File: config.mk
export PLATFORM = sky130hd
export DESIGN_NAME = supply_wake_status_regs
export DESIGN_NICKNAME = d
export VERILOG_FILES = /design/src/common/supply_wake_pkg.sv /design/src/logic/supply_wake_status_regs.sv
export VERILOG_INCLUDE_DIRS = /design/src /design/src/common
export SDC_FILE = /design/constraint.sdc
export NUM_CORES = 1
export LEC_CHECK = 0
export BUFFER_PORTS_ARGS = -buffer_cell sky130_fd_sc_hd__buf_2
export CAP_MARGIN = 10
export CELL_PAD_IN_SITES_DETAIL_PLACEMENT = 0
export CELL_PAD_IN_SITES_GLOBAL_PLACEMENT = 1
export CORE_UTILIZATION = 35
export CTS_CLUSTER_DIAMETER = 80
export DETAILED_ROUTE_END_ITERATION = 10
export HOLD_SLACK_MARGIN = 0.05
export PLACE_DENSITY = 0.82
export SETUP_SLACK_MARGIN = 0.05
export SKIP_LAST_GASP = 1
export SLEW_MARGIN = 20
export SYNTH_ARGS = -nofsm -noshare
export SYNTH_HDL_FRONTEND = slang
export SYNTH_SLANG_ARGS = --single-unit
File: constraint.sdc
create_clock -name CORE_CLK -period 1.4 [get_ports CORE_CLK]
set_input_delay 0.21 -clock CORE_CLK [delete_from_list [all_inputs] [get_ports CORE_CLK]]
set_output_delay 0.21 -clock CORE_CLK [all_outputs]
set_load 0.05 [all_outputs]
File: src/common/supply_wake_regs.svh
// Register offsets, field positions and reset values for the supply/wake status bank
`ifndef SUPPLY_WAKE_REGS_SVH
`define SUPPLY_WAKE_REGS_SVH
// ==========================================================
// Register addresses (bank-local, no offsets documented)
`define SW_ADDR_STATUS 6'h00
`define SW_ADDR_MONSEL 6'h01
`define SW_ADDR_SVS 6'h02
// ==========================================================
// Status register fields (bits 23..8 of frame map to data[15:0])
`define SW_BIT_FB_OV 15
`define SW_BIT_UV7 14
`define SW_BIT_CORE_ST 12
`define SW_BIT_SECOND_ST 10
`define SW_BIT_LIN_ST 9
`define SW_BIT_PREUVL 7
`define SW_BIT_PREUVH 6
`define SW_BIT_SUPUVL 5
`define SW_BIT_SUPUVH 4
`define SW_BIT_WKB_LVL 3
`define SW_BIT_WKA_LVL 2
`define SW_BIT_WKB_FLG 1
`define SW_BIT_WKA_FLG 0
// ==========================================================
// Field positions in the other two registers
`define SW_MONSEL_LSB 0
`define SW_SVS_LSB 0
// ==========================================================
// Reset values and the scaling offset saturation limit
`define SW_FLAGS_RST 8'h00
`define SW_MONSEL_RST 3'h0
`define SW_SVS_RST 5'h00
`define SW_SVS_MAX 5'h10
`endif

File: src/common/supply_wake_pkg.sv
// Types for the supply/wake status register bank
package supply_wake_pkg;
  typedef logic [15:0] reg_data_t;
  typedef logic [5:0] reg_addr_t;
  typedef enum logic [2:0] {
    MON_EXTERNAL = 3'b000,
    MON_PREREG = 3'b001,
    MON_LINEAR = 3'b010,
    MON_RSVD_3 = 3'b011,
    MON_RSVD_4 = 3'b100,
    MON_SECOND_BUCK = 3'b101,
    MON_EXT_6 = 3'b110,
    MON_EXT_7 = 3'b111
  } monitor_src_e;
endpackage

File: src/logic/supply_wake_status_regs.sv
// Supply event flags, wake status, monitor source select and scaling offset
`timescale 1ns/1ps
`include "supply_wake_regs.svh"
// ==========================================================
module supply_wake_status_regs (
  input wire logic CORE_CLK,
  input wire logic RST_N,
  input wire logic CLK_EN,
  input wire logic REG_WR,
  input wire logic REG_RD,
  input wire supply_wake_pkg::reg_addr_t REG_ADDR,
  input wire supply_wake_pkg::reg_data_t REG_WDATA,
  output logic [15:0] REG_RDATA,
  output logic REG_RVALID,
  input wire logic [5:0] SUPPLY_EVENT,
  input wire logic [2:0] REG_ON,
  input wire logic WAKE_A_PIN,
  input wire logic WAKE_B_PIN,
  input wire logic WAKE_A_SOURCE,
  input wire logic WAKE_B_SOURCE,
  input wire logic [4:0] SVS_OFFSET_IN,
  output logic [2:0] MONITOR_ONE_SOURCE
);
  import supply_wake_pkg::*;

  // ==========================================================
  // Pin synchronisers: wake pins and regulator states are analog-side
  // Live bits lag the pins by two cycles; a pulse shorter than a cycle
  // may never be seen, which is acceptable for slow level information
  logic [4:0] sync1_q;
  logic [4:0] sync2_q;
  always_ff @(posedge CORE_CLK or negedge RST_N) begin
    if (!RST_N) begin
      sync1_q <= 5'h00;
      sync2_q <= 5'h00;
    end else if (CLK_EN) begin
      sync1_q <= {WAKE_B_PIN, WAKE_A_PIN, REG_ON};
      sync2_q <= sync1_q;
    end
  end
  wire logic [2:0] reg_on_live = sync2_q[2:0];
  wire logic wake_a_level = sync2_q[3];
  wire logic wake_b_level = sync2_q[4];

  // ==========================================================
  // Decode
  wire logic sel_status = (REG_ADDR == `SW_ADDR_STATUS);
  wire logic sel_monsel = (REG_ADDR == `SW_ADDR_MONSEL);
  wire logic sel_svs = (REG_ADDR == `SW_ADDR_SVS);
  wire logic wr_status = CLK_EN && REG_WR && sel_status;
  wire logic wr_monsel = CLK_EN && REG_WR && sel_monsel;

  // ==========================================================
  // Latched flags: order fb_ov, uv7, preuvl, preuvh, supuvl, supuvh, wkb, wka
  wire logic [7:0] flag_set = {SUPPLY_EVENT, WAKE_B_SOURCE, WAKE_A_SOURCE};
  wire logic [7:0] flag_wdata = {REG_WDATA[`SW_BIT_FB_OV], REG_WDATA[`SW_BIT_UV7],
                                 REG_WDATA[`SW_BIT_PREUVL:`SW_BIT_SUPUVH],
                                 REG_WDATA[`SW_BIT_WKB_FLG], REG_WDATA[`SW_BIT_WKA_FLG]};
  logic [7:0] flags_q;
  logic [7:0] flags_d;
  genvar gi;
  generate
    for (gi = 0; gi < 8; gi++) begin : g_flag
      // Set wins over a simultaneous clear so no event is lost
      assign flags_d[gi] = flag_set[gi] ||
                           (flags_q[gi] && !(wr_status && flag_wdata[gi]));
    end
  endgenerate
  always_ff @(posedge CORE_CLK or negedge RST_N) begin
    if (!RST_N) begin
      flags_q <= `SW_FLAGS_RST;
    end else if (CLK_EN) begin
      flags_q <= flags_d;
    end
  end

  // ==========================================================
  // Monitor source select and scaling offset
  logic [2:0] monsel_q;
  logic [4:0] svs_q;
  // Offset beyond the documented range saturates at the largest code
  wire logic [4:0] svs_d = (SVS_OFFSET_IN > `SW_SVS_MAX) ? `SW_SVS_MAX : SVS_OFFSET_IN;
  always_ff @(posedge CORE_CLK or negedge RST_N) begin
    if (!RST_N) begin
      monsel_q <= `SW_MONSEL_RST;
      svs_q <= `SW_SVS_RST;
    end else if (CLK_EN) begin
      if (wr_monsel) begin
        monsel_q <= REG_WDATA[`SW_MONSEL_LSB +: 3];
      end
      svs_q <= svs_d;
    end
  end

  // ==========================================================
  // Read data
  logic [15:0] status_word;
  always_comb begin
    status_word = 16'h0000;
    status_word[`SW_BIT_FB_OV] = flags_q[7];
    status_word[`SW_BIT_UV7] = flags_q[6];
    status_word[`SW_BIT_PREUVL:`SW_BIT_SUPUVH] = flags_q[5:2];
    status_word[`SW_BIT_CORE_ST] = reg_on_live[2];
    status_word[`SW_BIT_SECOND_ST] = reg_on_live[1];
    status_word[`SW_BIT_LIN_ST] = reg_on_live[0];
    status_word[`SW_BIT_WKB_LVL] = wake_b_level;
    status_word[`SW_BIT_WKA_LVL] = wake_a_level;
    status_word[`SW_BIT_WKB_FLG] = flags_q[1];
    status_word[`SW_BIT_WKA_FLG] = flags_q[0];
  end
  wire logic [15:0] rd_mux = sel_status ? status_word :
                             sel_monsel ? {13'h0000, monsel_q} :
                             sel_svs ? {11'h000, svs_q} : 16'h0000;
  always_ff @(posedge CORE_CLK or negedge RST_N) begin
    if (!RST_N) begin
      REG_RDATA <= 16'h0000;
      REG_RVALID <= 1'b0;
      MONITOR_ONE_SOURCE <= `SW_MONSEL_RST;
    end else if (CLK_EN) begin
      REG_RVALID <= REG_RD;
      if (REG_RD) begin
        REG_RDATA <= rd_mux;
      end
      MONITOR_ONE_SOURCE <= monsel_q;
    end
  end
endmodule

## After elaboration in Yosys (flattened, before gate mapping)

Index checks and enable logic that the tools add are counted.

| word-level totals | value |
|---|---|
| bits in registers | 46 |
| input bits | 45 |
| output and inout port bits | 20 |
| word-level logic and storage cells | 53 |

| operators by class | value |
|---|---|
| $lt $le $gt $ge | 1 |
| equality and inequality tests | 2 |
| multiplexer cells | 4 |
| reductions and logical operators | 38 |

Operators with widths:

| kind | count |
|---|---|
| 1-bit logical AND | 19 |
| 16-bit 2-to-1 mux | 1 |
| 5-bit 2-to-1 mux | 3 |
| 1-bit logical NOT | 8 |
| 1-bit logical OR | 8 |
| 6-bit by 1-bit == test with 1-bit output (second input constant) | 1 |
| 6-bit by 2-bit == test with 1-bit output (second input constant) | 1 |
| 6-bit logical NOT | 1 |
| 5-bit greater-than comparator (second input constant) | 1 |
| 2-bit AND reduction | 2 |

## Logic depth before layout (Yosys ltp)

| logic depth | value |
|---|---|
| depth after elaboration | 6 |
| depth in mapped cells | 5 |
| depth with buffers taken out | 3 |

## Least setup slack after synthesis

Ideal clock, no wire load.

| path | value |
|---|---|
| path type | input-to-reg |
| start | input REG_ADDR[5] |
| end | register flags_q[2] |
| setup time | 126 ps |
| data arrival time | 1122 ps |
| data required time | 1274 ps |
| slack | 152 ps |
| stages on the path | 3 |
| path buffers | 0 |
| cells stage by stage | nor4_4 nand3b_2 a221o_1 |

| on the way | value |
|---|---|
| longest elaborated chain between the ends | 6 |

Ends and longest elaborated chain:

| what | RTL line | text |
|---|---|---|
| start, declared | supply_wake_status_regs.sv:11 | `input wire supply_wake_pkg::reg_addr_t REG_ADDR,` |
| 6-bit logical NOT (no line) | -- |  |
| 1-bit logical AND | supply_wake_status_regs.sv:50 | `wire logic wr_status = CLK_EN && REG_WR && sel_status;` |
| 1-bit logical AND | supply_wake_status_regs.sv:66 | `(flags_q[gi] && !(wr_status && flag_wdata[gi]));` |
| 1-bit logical NOT | supply_wake_status_regs.sv:66 |  |
| 1-bit logical AND | supply_wake_status_regs.sv:66 |  |
| 1-bit logical OR | supply_wake_status_regs.sv:65 | `assign flags_d[gi] = flag_set[gi] \|\|` |
| end signal, assigned | supply_wake_status_regs.sv:71 | `` flags_q <= `SW_FLAGS_RST; `` |
| end signal, assigned | supply_wake_status_regs.sv:73 | `flags_q <= flags_d;` |
| end, declared | supply_wake_status_regs.sv:59 | `logic [7:0] flags_q;` |

No other way between the ends.
A chain may end at the register's enable or synchronous reset.

## Final worst setup path

| path | value |
|---|---|
| start | input REG_ADDR[5] |
| end | register flags_q[4] |

Same word-level chain as after synthesis.

==> out/qor.yml <==
status: "finished clean"
grt_pass1_wl_um: 6154
cts_max_level: 2
finalMaxSlewViolations: 0
port_buffers: 54
path_max_fanout: 8
cts-root-buf: "clkbuf_8"
cap_violations: 0
wl_um: 3641
grt_pass1_vias: 1346
clk_latency_ps: 290
grtUsageTotal_pct: 15.25
final_core_util_pct: 45.41
synth_area_um2: 1838
viasPerCell: 4.676
syn_inst: 154
ys_async_sr_fraction_pct: 100.0
layout-drive-gt1-share_pct: 40.19
die_width_um: 74.47
fin_cells: 284
setup_ws_ps: 240.3
crit_buf_inv: 2
nets: 260
cp.required_ps: 1570
fmax_ghz: 0.8623
yosysSeqAreaShare_pct: 58.54
core-area_um2: 5075
r2r_cells: 3
fin_worst_skew_ps: 2.505
worstReg2RegEnd: "REG_RDATA[2]"
cp-start-kind: "input pin"
hpwl_um: 2750
drt_iter0_markers: 61
synth.avg_cell_area_um2: 11.94
setup_viol: 0
hold_violations: 0
cp.depth: 5
rsz0062_at_grt: "false"
r2r_start: "monsel_q[2]"
chipHeight_um: 74.47
cts_buffers: 5
fin_crit_sh_pct: 82.84
grt_max_degree: 44
vias: 1328
ys_warn_count: 0
p_per_area_nw_per_um2: 1041
place_inst: 277
peakVddDrop_v: 0.0004533
worst_hold_slack_ps: 147.8
start_util_pct: 36.22
clk_pin_slew_ps: 70
rrSetupSlack_ps: 420
diodes: 0
path_class: "in2reg"
crit_slowest_cell: "a221o_1"
antenna_found_initial: 0
crit_path_max_incr_delay_ps: 350
synth_cell_types: 24
ctsResizeCount: 0
wire_per_inst_um: 12.82
min_period_ps: 1160
total_power_mw: 2.399
worstSetupEndpoint: "flags_q[4]"
leakage_nw: 1.089
synthFlopType: "dfrtp_1"
pre_cts_ws_ps: -88.49
worstSetupEndpointType: "flop"
grt_overflow_total: 0
die-area_um2: 5545
drc_errors: 0
io-pin-count: 65
hold_buffers: 1
antenna_left: 0
crit_family: "simple AND/OR/NAND/NOR gates"
cp.arrival_ps: 1330
critPathLaunch: "REG_ADDR[5]"
cp_cell_sequence: "buf_2 -> nor4_4 -> buf_4 -> nand3b_2 -> a221o_1"
area_delta_synth_final_pct: 25.39
cts_setup_buffers: 0
hp-class: "in2reg"
drt_pass1_iterations: 4
clock_tree.buffer_depth: 2
synth-edff-count: 0
synth.ff_latch_count: 43
gp_congestion: 0.7708
cts_tree: "yes"
num_rows: 26
numClockSinks: 43
## worst register-to-register path, cell delays in order, from the launching register on
cell	delay (ps)
dfrtp_1	390
nor2b_1	120
o22ai_1	110
a32o_1	250
## cells in the final DEF (no fill, tap or decap)
cell type,n
nor4_4,1
nand3b_2,1
inv_1,5
o31ai_1,2
a221o_1,8
nand2_1,20
buf_2,54
conb_1,3
nor2_1,1
mux2_2,17
clkbuf_8,5
o22ai_1,3
dfrtp_1,43
and3b_1,1
buf_4,7
buf_12,1
nand3_1,1
mux2i_1,2
and2_1,2
nand3b_1,7
nand2b_1,1
a32o_1,3
dlygate4sd3_1,1
o21ai_0,13
nor2b_1,11
clkbuf_1,1
## how the worst min path moves through the flow
stage                          from               endpoint  slack (ps)  depth (start not counted)
after global routing      REG_ON[0]             sync1_q[0]         130                          2
after detailed placement      RST_N             flags_q[4]         200                          2
after CTS                 REG_ON[0]             sync1_q[0]         140                          2
after global placement        RST_N             sync1_q[1]         200                          2
final                     REG_ON[0]             sync1_q[0]         150                          2
after floorplan               RST_N  MONITOR_ONE_SOURCE[0]         -90                          0
## kinds of logic after synthesis
family	count (synthesis)	share of synthesized area (%)
AND/OR/NAND/NOR	46	14.43
flip-flops	43	58.54
AO/OA/AOI/OAI	29	11.37
multiplexers	19	11.50
buffers and inverters	16	3.948
other	1	0.2040
## layout make-up
class,instances,area (µm²)
sequential,43,1076
fill,503,2770
timing repair buffer,63,352.8
clock buffer,6,72.57
inverter,5,18.77
multi-input combinational,97,696.9
tap,70,87.58
## report_power, final
group | total, mW | internal [mW] | leakage (nW) | switching (mW)
Sequential | 1.35 | 1.31 | 0.526 | 0.0341
Combinational | 0.347 | 0.145 | 0.526 | 0.202
Clock | 0.705 | 0.332 | 0.0371 | 0.372
## sequential cells by signal, indices dropped and copies added (netlist names)
signal,flops
REG_RVALID,1
sync2_q,5
svs_q,5
MONITOR_ONE_SOURCE,3
flags_q,8
monsel_q,3
REG_RDATA,13
sync1_q,5
## per-stage QoR
stage / area [µm²] / setup TNS (ps)
finish: 2305 / 0
global route: 2305 / 0
CTS: 2305 / 0
detailed placement: 2222 / -607.4
global placement: 2222 / -507.9
floorplan: 1846 / 0
## routing by layer
metal	GRT usage, %	share of wire, %
met5	0	0
met1	19.34	46
met2	24.32	47
met4	6.289	1.7
met3	4.607	5.0
## Yosys cell counts (all sizes together) (3+ instances only)
cell type	number	share of area (%)
o22ai	3	1.0
a32o	3	1.6
mux2	17	10
nand3b	8	3.5
clkbuf	6	1.2
inv	5	1.0
a221o	8	4.4
nand2	20	4.1
nor2b	11	3.7
buf	5	1.7
dfrtp	43	59
o21ai	13	3.5
Note: power is estimated with default switching activity, not from simulation.
